===== src/rtl/ssc_regs.svh =====
`ifndef SSC_REGS_SVH
`define SSC_REGS_SVH
// ==================================================
// register port map
`define SSC_ADDR_W      2
`define SSC_A_CTRL      2'h0
`define SSC_A_STAT      2'h1
`define SSC_A_TXB       2'h2
`define SSC_A_RXB       2'h3
`define SSC_CTRL_RST    8'h00
// control bits
`define SSC_C_CONT      0
`define SSC_C_PHASE     1
`define SSC_C_MASTER    2
`define SSC_C_SRST_N    3
`define SSC_C_IRQ_EN    4
`define SSC_C_DOUT_EN   5
`define SSC_C_DIN_EN    6
`define SSC_C_CLK_EN    7
// status bits
`define SSC_S_TXFULL    0
`define SSC_S_RXFULL    1
`define SSC_S_TBSY      2
`define SSC_S_RBSY      3
`define SSC_S_ORE       4
`define SSC_S_ERE       5
`define SSC_S_IRQ       6
// ==================================================
// timing; waits in half transfer clocks
`define SSC_CNT_W       8
`define SSC_WAIT_HALVES 4'h7
`define SSC_TAIL_HALVES 4'h2
`define SSC_CHAIN_LIMIT 4'h7
`define SSC_BYTE_BITS   4'h8
`define SSC_SCK_IDLE    1'b1
`endif


===== src/rtl/ssc_pkg.sv =====
package ssc_pkg;
`include "ssc_regs.svh"
	// sequencer phases
	typedef enum logic [1:0] {ST_IDLE, ST_WAIT, ST_SHIFT, ST_TAIL} seq_t;

	// whole channel state
	typedef struct packed {
		seq_t                   st;
		logic [7:0]             ctrl;
		logic [7:0]             txbuf;
		logic [7:0]             shreg;
		logic [7:0]             rxbuf;
		logic [7:0]             rdata;
		logic [`SSC_CNT_W-1:0]  cnt;
		logic [3:0]             halves;
		logic [3:0]             bits;
		logic                   txfull;
		logic                   rxfull;
		logic                   tbsy;
		logic                   rbsy;
		logic                   ore;
		logic                   ere;
		logic                   irq_req;
		logic                   irq;
		logic                   late;
		logic                   sck;
		logic                   sck_prev;
		logic                   sdo;
		logic                   sck_oe_n;
		logic                   sdo_oe_n;
		logic                   ready;
	} chan_t;
endpackage : ssc_pkg


===== src/rtl/pin_sync.sv =====
`timescale 1ns/100ps
module pin_sync #(
	parameter int W = 1
) (
	// clock and reset
	input  wire logic          clk_sys,
	input  wire logic          sys_rst,
	input  wire logic          ce,
	// asynchronous levels in, synchronised out
	input  wire logic [W-1:0]  pin_in,
	output logic      [W-1:0]  pin_out
);
	logic [W-1:0] meta_q;

	if (W < 1)
	begin : g_bad_w
		$error("pin_sync width must be at least one");
	end

	// two stages; first stage feeds only the second
	always_ff @(posedge clk_sys or posedge sys_rst)
	begin
		if (sys_rst)
		begin
			meta_q  <= '0;
			pin_out <= '0;
		end
		else if (ce)
		begin
			meta_q  <= pin_in;
			pin_out <= meta_q;
		end
	end
endmodule : pin_sync


===== src/rtl/sync_serial_channel.sv =====
`timescale 1ns/100ps
`include "ssc_regs.svh"
module sync_serial_channel
	import ssc_pkg::*;
#(
	parameter int HALF_CYC = 8,
	parameter bit LOW_PAIR = 1'b1
) (
	// clock, reset, enable
	input  wire logic                    clk_sys,
	input  wire logic                    sys_rst,
	input  wire logic                    ce,
	// register port
	input  wire logic [`SSC_ADDR_W-1:0]  reg_addr,
	input  wire logic [7:0]              reg_wdata,
	input  wire logic                    reg_wr,
	input  wire logic                    reg_rd,
	output logic      [7:0]              reg_rdata,
	// serial pins
	input  wire logic                    sck_i,
	output logic                         sck_o,
	output logic                         sck_oe_n,
	output logic                         sdo_o,
	output logic                         sdo_oe_n,
	input  wire logic                    sdi_i,
	// system side
	output logic                         slave_ready,
	output logic                         transfer_done_irq
);
	import ssc_pkg::*;

	// ==================================================
	// parameters and checks
	localparam logic [`SSC_CNT_W-1:0] CNT_LAST = `SSC_CNT_W'(HALF_CYC - 1);
	localparam int WAIT_MAX = 32'(`SSC_WAIT_HALVES) * HALF_CYC + 3;
	localparam int GAP_MAX  = 32'(`SSC_WAIT_HALVES + `SSC_TAIL_HALVES) * HALF_CYC + 4;

	if (HALF_CYC < 2 || HALF_CYC >= (1 << `SSC_CNT_W))
	begin : g_bad_half
		$error("HALF_CYC out of range for the half-period counter");
	end

	chan_t q;
	chan_t d;
	logic  s_sck;
	logic  s_sdi;
	logic  half_tick;
	logic  rise;
	logic  fall;
	logic  done;
	logic  load;
	logic  chain;

	// ==================================================
	// pin synchronisers
	pin_sync #(.W(2)) u_sync (
		.clk_sys (clk_sys),
		.sys_rst (sys_rst),
		.ce      (ce),
		.pin_in  ({sck_i, sdi_i}),
		.pin_out ({s_sck, s_sdi})
	);

	// ==================================================
	// next-state logic
	always_comb
	begin
		d         = q;
		half_tick = 1'b0;
		rise      = 1'b0;
		fall      = 1'b0;
		done      = 1'b0;
		load      = 1'b0;
		chain     = 1'b0;
		d.rdata   = 8'h00;
		d.sck_prev = s_sck;

		// register writes; decode by address chain
		if (reg_wr)
		begin
			if (reg_addr == `SSC_A_CTRL)
			begin
				d.ctrl = reg_wdata;
			end
			else if (reg_addr == `SSC_A_STAT)
			begin
				if (!reg_wdata[`SSC_S_IRQ])
					d.irq_req = 1'b0;
				// upper pair clears overrun by software
				if (!LOW_PAIR && !reg_wdata[`SSC_S_ORE])
					d.ore = 1'b0;
			end
			else if (reg_addr == `SSC_A_TXB && q.ctrl[`SSC_C_SRST_N])
			begin
				d.txbuf  = reg_wdata;
				d.txfull = 1'b1;
				if (LOW_PAIR)
				begin
					d.tbsy = q.tbsy | q.ctrl[`SSC_C_DOUT_EN];
					d.rbsy = q.rbsy | q.ctrl[`SSC_C_DIN_EN];
				end
				else
					d.tbsy = 1'b1;
				if (q.st == ST_SHIFT && q.bits >= `SSC_CHAIN_LIMIT)
					d.late = 1'b1;
				if (q.st == ST_IDLE)
				begin
					d.st     = ST_WAIT;
					d.halves = 4'h0;
					d.cnt    = '0;
				end
			end
		end

		// register reads; data stand one cycle later
		if (reg_rd)
		begin
			if (reg_addr == `SSC_A_CTRL)
				d.rdata = q.ctrl;
			else if (reg_addr == `SSC_A_STAT)
			begin
				d.rdata[`SSC_S_TXFULL] = q.txfull;
				d.rdata[`SSC_S_RXFULL] = q.rxfull;
				d.rdata[`SSC_S_TBSY]   = q.tbsy;
				d.rdata[`SSC_S_RBSY]   = q.rbsy;
				d.rdata[`SSC_S_ORE]    = q.ore;
				d.rdata[`SSC_S_ERE]    = q.ere;
				d.rdata[`SSC_S_IRQ]    = q.irq_req;
			end
			else if (reg_addr == `SSC_A_TXB)
				d.rdata = q.txbuf;
			else
			begin
				// reading the receive buffer empties it
				d.rdata  = q.rxbuf;
				d.rxfull = 1'b0;
			end
		end

		// half-period timebase, also times slave waits
		if (q.st != ST_IDLE)
		begin
			if (q.cnt == CNT_LAST)
			begin
				d.cnt     = '0;
				half_tick = 1'b1;
			end
			else
				d.cnt = q.cnt + 1'b1;
		end

		case (q.st)
			ST_IDLE:
			begin
				d.sck = `SSC_SCK_IDLE;
			end
			ST_WAIT:
			begin
				if (half_tick)
				begin
					d.halves = q.halves + 1'b1;
					if (q.halves == `SSC_WAIT_HALVES - 1'b1)
						load = 1'b1;
				end
			end
			ST_SHIFT:
			begin
				if (q.ctrl[`SSC_C_MASTER])
				begin
					if (half_tick)
					begin
						d.sck = ~q.sck;
						fall  = q.sck;
						rise  = ~q.sck;
					end
				end
				else
				begin
					fall = q.sck_prev & ~s_sck;
					rise = ~q.sck_prev & s_sck;
				end
				// shift out on the falling edge, sample on rising
				if (fall)
					d.sdo = q.shreg[7];
				if (rise)
				begin
					d.shreg = {q.shreg[6:0], s_sdi};
					d.bits  = q.bits + 1'b1;
					if (q.bits == `SSC_BYTE_BITS - 1'b1)
						done = 1'b1;
				end
			end
			ST_TAIL:
			begin
				d.sck = `SSC_SCK_IDLE;
				if (half_tick)
				begin
					d.halves = q.halves + 1'b1;
					if (q.halves == `SSC_TAIL_HALVES - 1'b1)
					begin
						d.st     = q.txfull ? ST_WAIT : ST_IDLE;
						d.halves = 4'h0;
					end
				end
			end
			default:
			begin
				d.st = ST_IDLE;
			end
		endcase

		// byte completion; set beats a same-cycle read or status-write clear, but not a serial soft reset
		if (done)
		begin
			d.rxbuf  = d.shreg;
			d.rxfull = 1'b1;
			if (q.rxfull)
			begin
				d.ore = 1'b1;
				d.ere = LOW_PAIR;
			end
			else if (LOW_PAIR)
			begin
				d.ore = 1'b0;
				d.ere = 1'b0;
			end
			d.irq_req = 1'b1;
			chain = q.ctrl[`SSC_C_CONT] & q.txfull & ~d.late;
			if (chain)
				load = 1'b1;
			else
			begin
				d.st     = ST_TAIL;
				d.halves = 4'h0;
				d.cnt    = '0;
				// busy flags drop
				// a full transmit buffer, pending or written with completion, keeps them set
				if (!d.txfull)
				begin
					d.tbsy = 1'b0;
					d.rbsy = 1'b0;
				end
			end
		end

		if (load)
		begin
			d.st     = ST_SHIFT;
			d.shreg  = q.txbuf;
			d.sdo    = q.txbuf[7];
			d.txfull = 1'b0;
			d.late   = 1'b0;
			d.bits   = 4'h0;
		end

		// serial soft reset holds the sequencer and flags
		if (!d.ctrl[`SSC_C_SRST_N])
		begin
			d.st      = ST_IDLE;
			d.txfull  = 1'b0;
			d.rxfull  = 1'b0;
			d.tbsy    = 1'b0;
			d.rbsy    = 1'b0;
			d.ore     = 1'b0;
			d.ere     = 1'b0;
			d.irq_req = 1'b0;
			d.late    = 1'b0;
			d.bits    = 4'h0;
			d.sck     = `SSC_SCK_IDLE;
		end

		// pin drivers and system outputs
		d.sck_oe_n = ~(d.ctrl[`SSC_C_MASTER] & d.ctrl[`SSC_C_CLK_EN]);
		d.sdo_oe_n = ~d.ctrl[`SSC_C_DOUT_EN];
		d.ready    = ~d.ctrl[`SSC_C_MASTER] & (d.st == ST_SHIFT);
		d.irq      = d.irq_req & d.ctrl[`SSC_C_IRQ_EN];
	end

	// ==================================================
	// state register
	always_ff @(posedge clk_sys or posedge sys_rst)
	begin
		if (sys_rst)
		begin
			q          <= '0;
			q.st       <= ST_IDLE;
			q.ctrl     <= `SSC_CTRL_RST;
			q.sck      <= `SSC_SCK_IDLE;
			q.sck_oe_n <= 1'b1;
			q.sdo_oe_n <= 1'b1;
		end
		else if (ce)
			q <= d;
	end

	assign reg_rdata         = q.rdata;
	assign sck_o             = q.sck;
	assign sck_oe_n          = q.sck_oe_n;
	assign sdo_o             = q.sdo;
	assign sdo_oe_n          = q.sdo_oe_n;
	assign slave_ready       = q.ready;
	assign transfer_done_irq = q.irq;
endmodule : sync_serial_channel


===== config.mk =====
export PLATFORM = sky130hd
export DESIGN_NAME = sync_serial_channel
export DESIGN_NICKNAME = d
export VERILOG_FILES = /design/src/rtl/ssc_pkg.sv /design/src/rtl/pin_sync.sv /design/src/rtl/sync_serial_channel.sv
export VERILOG_INCLUDE_DIRS = /design/src /design/src/rtl
export SDC_FILE = /design/constraint.sdc
export NUM_CORES = 1
export LEC_CHECK = 0
export ABC_AREA = 1
export CORE_MARGIN = 5
export CORE_UTILIZATION = 26
export DETAILED_ROUTE_END_ITERATION = 6
export DONT_BUFFER_PORTS = 1
export GPL_ROUTABILITY_DRIVEN = 0
export GPL_TIMING_DRIVEN = 0
export PLACE_DENSITY = 0.42
export SLEW_MARGIN = 20
export SYNTH_ARGS = -nofsm -noshare
export SYNTH_HDL_FRONTEND = slang
export SYNTH_SLANG_ARGS = --single-unit

===== constraint.sdc =====
create_clock -name clk_sys -period 2.6 [get_ports clk_sys]
set_clock_uncertainty 0.2 [all_clocks]
set_input_delay 0.26 -clock clk_sys [delete_from_list [all_inputs] [get_ports clk_sys]]
set_output_delay 0.26 -clock clk_sys [all_outputs]
set_load 0.02 [all_outputs]

==> results.md, run 1 <==
- Maximum VDD drop: 0.333 mV
- Top-level I/O count: 31
- Worst Tran Pin Value: 0.667 ns
- Status: finished, final reports clean
- WL final: approximately 12 mm
- Total Routing Usage GR: 0.136
- Dpl cell area: around 0.0045 sq mm
- Min-delay worst type: input port to register
- DRT Pass-1 Iters: 5
- Clock latency on the worst-skew pair: around 0.35 ns
- Multi-input logic area: 0.00190 sq mm
- Routed vias/inst: ~4.5
- Max Freq: between 400 and 500 MHz
- Share of layout cells above drive strength 1: 0.101
- Distinct cell type count after synthesis: 38
- Asr flop ratio synth: 1.00
- M2 GR Usage: 0.211
- Post-CTS Resized: 0
- Clock tree buffer depth: 2
- Startpoint types: register
- Syn nets: 581
- Power Dens Cells: 676 mW/mm^2
- Critical path capture point type: register
- Port bufs: 0
- Number of synthesized register bits: 76
- TritonCTS clock tree: built
- Antenna violations before repair: 0
- Nets: 608
- Post-route cell area: 0.00496 sq mm
- CP Class: register to register
- Synth top area share: 0.433
- CORE AREA: about 0.016 sq mm
- Sequential fraction of the synthesis area: 0.452
- Final worst path period share: 0.917
- Max FO, Critical Path: 9
- Top cells by area, synth: dfrtp_1 (43%), nand2_1 (15%), o21ai_0 (7.0%)
- CTS Sinks: 76
- Worst Path Required: 2.60 ns
- Fin cells: 803
- DIE AREA: 0.0189 sq mm
- RSZ-0062 raised after global routing: no
- Largest net degree at the start of global routing: 44
- Gate Count Post-Synth: around 560
- Yosys warning count: 0
- Setup TNS: 0 ns
- Starting DRC count in detailed routing: 172
- Count of max-cap constraint violations: 0
- DP Wirelength: 8.92 mm
- Initial core utilization: 0.265
- Chip Width: 137 um
- Fillers: between 1.5k and 2k
- CTS root buf: clkbuf_16
- Crit path time final: 2.39 ns
- Num CTS Buffers: 9
- Main flop type after synthesis: dfrtp_1
- Vias in the first global route: 3602
- Post-synth top cells: nand2_1 (163), dfrtp_1 (73), inv_1 (68)
- Floorplan row count: 46
- First-pass GRT wire length: 19.4 mm
- Cell taking the most area after synthesis: dfrtp_1
- DRC errors left: 0
- Per-cell routed wire length: around 15 um
- Placed insts: just under 800
- Max-slew violation count: 0
- Postcts setup bufs: 0
- Antenna Nets Post-Route: 0
- Post-Route Utilization: 0.313
- FF-to-FF path depth: 12
- Area growth syn-to-layout: 17.7%
- Grt met3 use: 0.0230
- Chip height: approximately 140 um
- Number of synthesized flops with an enable pin: 0
- Most common cell in the netlist: nand2_1
- Hold Fails Final Rpt: 0
- Post-synthesis cell area: around 0.0042 sq mm
- Synthesized area per cell: 7.60 sq um
- LEAKAGE: 0.00241 uW
- Met1 usage in global routing: 0.186
- Register area: 0.00191 sq mm
- Total congestion overflow: 0
- Hold-fix buffers, CTS: 15
- Rel. slew slack: 0.555
- Most Crowded Layer GR: met2
- Reg clk slew, reported paths: 0.06 ns
- CP arrival: 2.38 ns
- H-tree depth: 3
- Final setup viols: 0
- Diodes inserted: 0
- Via count: 3651
- Worst Hold Depth: 3
## registers in the layout, indices dropped and copies added, names as in the netlist
| register | cells |
|---|---|
| sdo_o | 1 |
| sdo_oe_n | 1 |
| u_sync.pin_out | 2 |
| u_sync.meta_q | 2 |
| sck_oe_n | 1 |
| transfer_done_irq | 1 |
| slave_ready | 1 |
| q | 58 |
| sck_o | 1 |
| reg_rdata | 8 |
## cells by family after synthesis
kind of cell,synth area share
XOR/XNOR,0.0125
AO/OA/AOI/OAI,0.147
adder cells (fa/ha/maj),0.0267
AND/OR/NAND/NOR,0.265
buffers and inverters,0.0970
flip-flops,0.452
## cells in the final DEF, fill, tap and decap left out, types with 5 or more instances in the layout
cell type,netlist,routed
clkbuf_16,0,9
a21oi_1,15,15
ha_1,9,9
o21ai_0,59,59
dfrtp_1,73,73
inv_1,68,67
dlygate4sd3_1,0,15
nand2_2,7,7
buf_4,8,8
o211ai_1,9,9
nand3_1,33,33
o22ai_1,8,8
nor2_1,34,34
o21ai_1,7,7
clkbuf_1,7,8
inv_2,5,5
nand2_1,163,163
## stage by stage
step           hold WS, ns  setup WS, ns  total power, uW
2_1_floorplan        0.172         0.207             1880
3_3_place_gp         0.180        -0.962             2040
3_5_place_dp        0.0541         0.212             2050
4_1_cts            0.00745         0.187             3400
5_1_grt             0.0458        0.0224             3540
6_report            0.0235         0.215             3360
## cell type report
type | instances | share of cell area
Multi-Input combinational cell | 382 | 0.383
Tap cell | 216 | 0.0544
Inverter | 75 | 0.0577
Sequential cell | 76 | 0.384
Buffer | 22 | 0.0252
Clock inverter | 4 | 0.00983
Clock buffer | 12 | 0.0517
Timing Repair Buffer | 16 | 0.0343
## final timing paths
check / start / end / slack [ns]
worst max-delay path: q[71] / q[20] / 0.21
worst min-delay path: reg_wdata[2] / sck_oe_n / 0.02
worst max register to register: q[71] / q[20] / 0.21
worst min register to register: q[53] / q[53] / 0.28
max in group asynchronous: sys_rst / sdo_oe_n / 1.26
min in group asynchronous: sys_rst / sdo_o / 0.27
## worst max-delay path, cell delays in order, from the launching register on
cell and delay, ns:
dfrtp_1 0.42, inv_1 0.10, ha_1 0.29, inv_1 0.22, nand4_1 0.15, nand2_2 0.13
nand2_2 0.14, inv_2 0.10, nand2_1 0.08, nand2_2 0.13, inv_2 0.13, nand2_1 0.08
o21ai_0 0.07
## where the power goes
part	total, uW	switching [uW]	internal, uW
Clock	1310	512	795
Sequential	1440	108	1340
Combinational	605	397	208
Total	3360	1020	2340
## per-layer routing
layer / part of all wire / vias up
met5: 0 / -
met3: 0.034 / 13
met4: 0.019 / 0
met2: 0.46 / 55
li1: - / 1832
met1: 0.49 / 1751
No activity file was read; power rests on OpenSTA's default activity.
==> run 2, diff against run 1 <==
--- a/config.mk
+++ b/config.mk
@@ -14,6 +14,7 @@
 export GPL_ROUTABILITY_DRIVEN = 0
 export GPL_TIMING_DRIVEN = 0
 export PLACE_DENSITY = 0.42
+export RECOVER_POWER = 50
 export SLEW_MARGIN = 20
 export SYNTH_ARGS = -nofsm -noshare
 export SYNTH_HDL_FRONTEND = slang
==> results.md, run 2 (synthesized netlist as in run 1, its figures left out) <==
- Routed vias/inst: 4.53 (was 4.55)
- Internal: 2320 uW (was 2340 uW)
- Floorplan row count: 46 (unchanged)
- Total congestion overflow: 0 (unchanged)
- CP arrival: 2.38 ns (about the same)
- Combinational share of power: 0.177 (was 0.180)
- Max-slew violation count: 0 (unchanged)
- DP Wirelength: 8.92 mm (unchanged)
- Hold path startpoint: reg_wdata[2] (unchanged)
- H-tree depth: 3 (unchanged)
- Startpoint types: register (unchanged)
- Largest register FFs: 58 (unchanged)
- Status: finished, final reports clean (unchanged)
- RR Startpoint: q[71] (unchanged)
- CP Class: register to register (unchanged)
- Crit path time final: 2.38 ns (was 2.39 ns)
- DIE AREA: 0.0189 sq mm (unchanged)
- Via count: 3634 (was 3651)
- TritonCTS clock tree: built (unchanged)
- Area growth syn-to-layout: 16.6% (was 17.7%)
- Num CTS Buffers: 9 (unchanged)
- Critical path capture point type: register (unchanged)
- Min-delay worst type: input port to register (unchanged)
- Biggest register: q (unchanged)
- Count of max-cap constraint violations: 0 (unchanged)
- Placed insts: 772 (unchanged)
- Sw Share: 0.305 (was 0.303)
- CORE AREA: 0.0159 sq mm (unchanged)
- Fin cells: 803 (unchanged)
- Top-level I/O count: 31 (unchanged)
- CTS root buf: clkbuf_16 (unchanged)
- Clock share of power: 0.392 (was 0.389)
- Critical Path Most Common Cell: nand2_2 (unchanged)
- Total Routing Usage GR: 0.136 (unchanged)
- Reg power frac: 0.431 (was 0.430)
- WL final: 12.0 mm (about the same)
- Clock latency on the worst-skew pair: 0.35 ns (about the same)
- Share of layout cells above drive strength 1: 0.0818 (was 0.101)
- Hold Fails Final Rpt: 0 (unchanged)
- Commonest non-fill, non-tap cell in the layout: nand2_1 (unchanged)
- Delay-heaviest family, CP: simple AND/OR/NAND/NOR gates (unchanged)
- Critical Path Start: q[71] (unchanged)
- Antenna violations before repair: 0 (unchanged)
- Post-route cell area: 0.00492 sq mm (was 0.00496 sq mm)
- Initial core utilization: 0.265 (unchanged)
- Critical path depth: 12 (unchanged)
- Clock tree buffer depth: 2 (unchanged)
- DRC errors left: 0 (unchanged)
- Power Dens Cells: 680 mW/mm^2 (was 676 mW/mm^2)
- Vias in the first global route: 3602 (unchanged)
- Dpl cell area: 0.00451 sq mm (unchanged)
- Chip height: 137 um (unchanged)
- Max Freq: 420 MHz (was 419 MHz)
- Rel. slew slack: 0.356 (was 0.555)
- Worst Tran Pin Value: 0.965 ns (was 0.667 ns)
- Maximum VDD drop: 0.333 mV (about the same)
- Per-cell routed wire length: 14.9 um (about the same)
- LEAKAGE: 0.00237 uW (was 0.00241 uW)
- Final worst path period share: 0.915 (was 0.917)
- NetSw: 1020 uW (about the same)
- Crit path cell chain: inv_1, ha_1, inv_1, nand4_1, nand2_2, nand2_2, inv_2, nand2_1, nand2_2, inv_2, nand2_1, o21ai_0 (unchanged)
- Worst R2R End: q[20] (unchanged)
- Worst path max stage delay: 0.41 ns (was 0.42 ns)
- Port bufs: 0 (unchanged)
- Reg clk slew, reported paths: 0.06 ns (about the same)
- Nets: 608 (unchanged)
- Max FO, Critical Path: 9 (unchanged)
- Setup TNS: 0 ns (unchanged)
- Diodes inserted: 0 (unchanged)
- Most frequent cells in the layout: nand2_1 (163), dfrtp_1 (73), inv_1 (67) (unchanged)
- Chip Width: 137 um (unchanged)
- Final setup viols: 0 (unchanged)
- Largest net degree at the start of global routing: 44 (unchanged)
- Slowest-stage cell, CP: dfrtp_1 (unchanged)
- Fillers: 1742 (was 1732)
- RSZ-0062 raised after global routing: no (unchanged)
- First-pass GRT wire length: 19.4 mm (unchanged)
- CTS Sinks: 76 (unchanged)
- FF-to-FF path depth: 12 (unchanged)
- Antenna Nets Post-Route: 0 (unchanged)
- R2r setup slk: 0.22 ns (was 0.21 ns)
- Worst setup path endpoint: q[20] (unchanged)
- Starting DRC count in detailed routing: 198 (was 172)
- Worst Path Required: 2.60 ns (about the same)
- DRT Pass-1 Iters: 4 (was 5)
- Crit path buf inv count: 4 (unchanged)
## run 2: worst min path at each step
stage,endpoint,slack (ns),cells after the start
2_1_floorplan,u_sync.meta_q[0],0.17,2
3_3_place_gp,u_sync.meta_q[0],0.18,2
3_5_place_dp,sdo_o,0.05,1
4_1_cts,sck_oe_n,0.007,3
5_1_grt,sck_oe_n,0.05,3
6_report,sck_oe_n,0.03,3
## run 2: area by class of cell
class	instances	area [sq um]	area share
Clock inverter	4	48.8	0.00992
Clock buffer	12	256	0.0522
Tap cell	216	270	0.0550
Timing Repair Buffer	16	155	0.0316
Inverter	75	284	0.0578
Multi-Input combinational cell	382	1900	0.387
Sequential cell	76	1910	0.388
Buffer	22	95.1	0.0193
## run 2: power groups by stage
stage | Sequential [uW] | Clock [uW] | Combinational [uW]
6_report | 1440 | 1310 | 593
5_1_grt | 1460 | 1380 | 683
4_1_cts | 1440 | 1350 | 615
3_5_place_dp | 1460 | 0 | 590
3_3_place_gp | 1460 | 0 | 578
2_1_floorplan | 1440 | 0 | 449
## run 2: tightest hold or removal path, cell delays in order
cell	delay (ns)
o21ai_0	0.09
nor2_1	0.14
a21oi_1	0.08
## run 2: repair_timing
action,CTS,global route
hold endpoints to repair,65,0
setup endpoints to repair,0,0
buffers inserted,0,0
gates resized for setup,0,0
hold buffers,15,0
## run 2: metrics by stage
stage                      util  hold WS, ns  worst slack [ns]  total power (uW)
final                     0.310       0.0335             0.220              3350
after global routing      0.310       0.0514            0.0224              3530
after CTS                 0.313      0.00745             0.187              3400
after detailed placement  0.284       0.0541             0.212              2050
after global placement    0.282        0.180            -0.962              2040
after floorplan               -        0.172             0.207              1880
## run 2: metal layers
metal	routed length [um]	track usage	up-vias
met1	5790	0.186	1736
li1	-	-	1836
met2	5470	0.211	48
met5	0	0	-
met4	234	0.0582	0
met3	509	0.0230	14
==> run 3, diff against run 2 <==
--- a/config.mk
+++ b/config.mk
@@ -7,7 +7,7 @@
 export NUM_CORES = 1
 export LEC_CHECK = 0
 export ABC_AREA = 1
-export CORE_MARGIN = 5
+export CORE_MARGIN = 4
 export CORE_UTILIZATION = 26
 export DETAILED_ROUTE_END_ITERATION = 6
 export DONT_BUFFER_PORTS = 1
==> results.md, run 3 (synthesized netlist as in run 1, its figures left out) <==
- WL final: 11.9 mm (was 12.0 mm)
- DP Wirelength: 8.87 mm (was 8.92 mm)
- Final WS setup: 0.222 ns (was 0.220 ns)
- Floorplan row count: 46 (unchanged)
- Most frequent cells in the layout: nand2_1 (163), dfrtp_1 (73), inv_1 (68) (was nand2_1 (163), dfrtp_1 (73), inv_1 (67))
- Placed insts: 772 (unchanged)
- Per-cell routed wire length: 14.9 um (about the same)
- Initial core utilization: 0.265 (unchanged)
- Max FO, Critical Path: 9 (unchanged)
- Max-slew violation count: 0 (unchanged)
- Final worst path period share: 0.915 (about the same)
- FF-to-FF path depth: 12 (unchanged)
- Port bufs: 0 (unchanged)
- Rel. slew slack: 0.109 (was 0.356)
- CTS Sinks: 76 (unchanged)
- Chip height: 135 um (was 137 um)
- Vias in the first global route: 3521 (was 3602)
- Share of layout cells above drive strength 1: 0.0937 (was 0.0818)
- Status: finished, final reports clean (unchanged)
- Reg clk slew, reported paths: 0.06 ns (about the same)
- Fin cells: 803 (unchanged)
- Hold Fails Final Rpt: 0 (unchanged)
- Total congestion overflow: 0 (unchanged)
- Clock latency on the worst-skew pair: 0.35 ns (about the same)
- Post-route cell area: 0.00492 sq mm (about the same)
- Clock tree buffer depth: 2 (unchanged)
- DIE AREA: 0.0183 sq mm (was 0.0189 sq mm)
- Worst Hold Depth: 3 (unchanged)
- DRC errors left: 0 (unchanged)
- Dpl cell area: 0.00452 sq mm (was 0.00451 sq mm)
- Num CTS Buffers: 9 (unchanged)
- Chip Width: 135 um (was 137 um)
- Count of max-cap constraint violations: 0 (unchanged)
- LEAKAGE: 0.00238 uW (was 0.00237 uW)
- Pre-CTS setup slack: 0.197 ns (was 0.212 ns)
- CP Class: register to register (unchanged)
- Top-level I/O count: 31 (unchanged)
- Antenna violations before repair: 0 (unchanged)
- CP arrival: 2.37 ns (was 2.38 ns)
- Power Dens Cells: 652 mW/mm^2 (was 680 mW/mm^2)
- Min-delay worst type: input port to register (unchanged)
- Worst Path Required: 2.59 ns (was 2.60 ns)
- Routed vias/inst: 4.49 (was 4.53)
- Crit path time final: 2.38 ns (about the same)
- Total Routing Usage GR: 0.137 (was 0.136)
- DRT Pass-1 Iters: 4 (unchanged)
- Commonest non-fill, non-tap cell in the layout: nand2_1 (unchanged)
- Maximum VDD drop: 0.348 mV (was 0.333 mV)
- Startpoint types: register (unchanged)
- RSZ-0062 raised after global routing: no (unchanged)
- Largest register FFs: 58 (unchanged)
- CORE AREA: 0.0159 sq mm (unchanged)
- Area growth syn-to-layout: 16.7% (was 16.6%)
- Antenna Nets Post-Route: 0 (unchanged)
- First-pass GRT wire length: 19.3 mm (was 19.4 mm)
- Biggest register: q (unchanged)
- Worst Tran Pin Value: 1.34 ns (was 0.965 ns)
- Starting DRC count in detailed routing: 224 (was 198)
- CTS root buf: clkbuf_16 (unchanged)
- Largest net degree at the start of global routing: 48 (was 44)
- Max Freq: 420 MHz (about the same)
- Critical path capture point type: register (unchanged)
- Via count: 3608 (was 3634)
- TritonCTS clock tree: built (unchanged)
- H-tree depth: 3 (unchanged)
- Diodes inserted: 0 (unchanged)
- Nets: 608 (unchanged)
- Final setup viols: 0 (unchanged)
## run 3: critical path: stages, from the launching register on
cell	delay, ns
dfrtp_1	0.41
inv_1	0.10
ha_1	0.27
inv_1	0.21
nand4_1	0.15
nand2_2	0.14
nand2_2	0.15
inv_2	0.10
nand2_1	0.09
nand2_2	0.13
inv_2	0.13
nand2_1	0.08
o21ai_0	0.07
## run 3: layout make-up
cell class              count  area [sq um]
repair buffers             16           178
clock inverters             6          40.0
well taps                 216           270
flip-flops and latches     76          1910
inverters                  75           284
multi-input cells         382          1900
plain buffers              22           114
clock buffers              10           229
fillers                  1743         11000
## run 3: routing by layer
metal	vias up	part of all wire	GRT usage
li1	1845	-	-
met1	1697	0.49	0.188
met2	54	0.46	0.212
met3	12	0.038	0.0293
met4	0	0.016	0.0510
met5	-	0	0
## run 3: path summary, 6_finish.rpt
check	startpoint	endpoint	slack [ns]
max	q[71]	q[20]	0.22
min	reg_wdata[2]	sck_oe_n	0.04
max reg2reg	q[71]	q[20]	0.22
min reg2reg	reg_rdata[0]	reg_rdata[0]	0.28
max in group asynchronous	sys_rst	sck_oe_n	0.75
min in group asynchronous	sys_rst	sdo_o	0.54
## run 3: what timing repair did
item	4_1_cts	5_1_grt
buffers inserted	0	0
gates resized for setup	0	0
hold buffers	15	0
endpoints found under the hold margin	54	0
## run 3: metrics by stage
step                hold WS (ns)  power [uW]   util  TNS, ns
finish                    0.0357        3210  0.310        0
global route              0.0729        3410  0.310        0
CTS                       0.0154        3260  0.311        0
detailed placement      -0.00565        2050  0.284        0
global placement           0.179        2040  0.282   -72.53
floorplan                  0.172        1880      -        0
## run 3: report_power, final
| group | switching, uW | leakage, uW | total [uW] | internal [uW] |
|---|---|---|---|---|
| logic | 395 | 0.00126 | 600 | 205 |
| registers | 106 | 0.000988 | 1440 | 1340 |
| clock network | 519 | 0.000133 | 1170 | 646 |
| total | 1020 | 0.00238 | 3210 | 2190 |
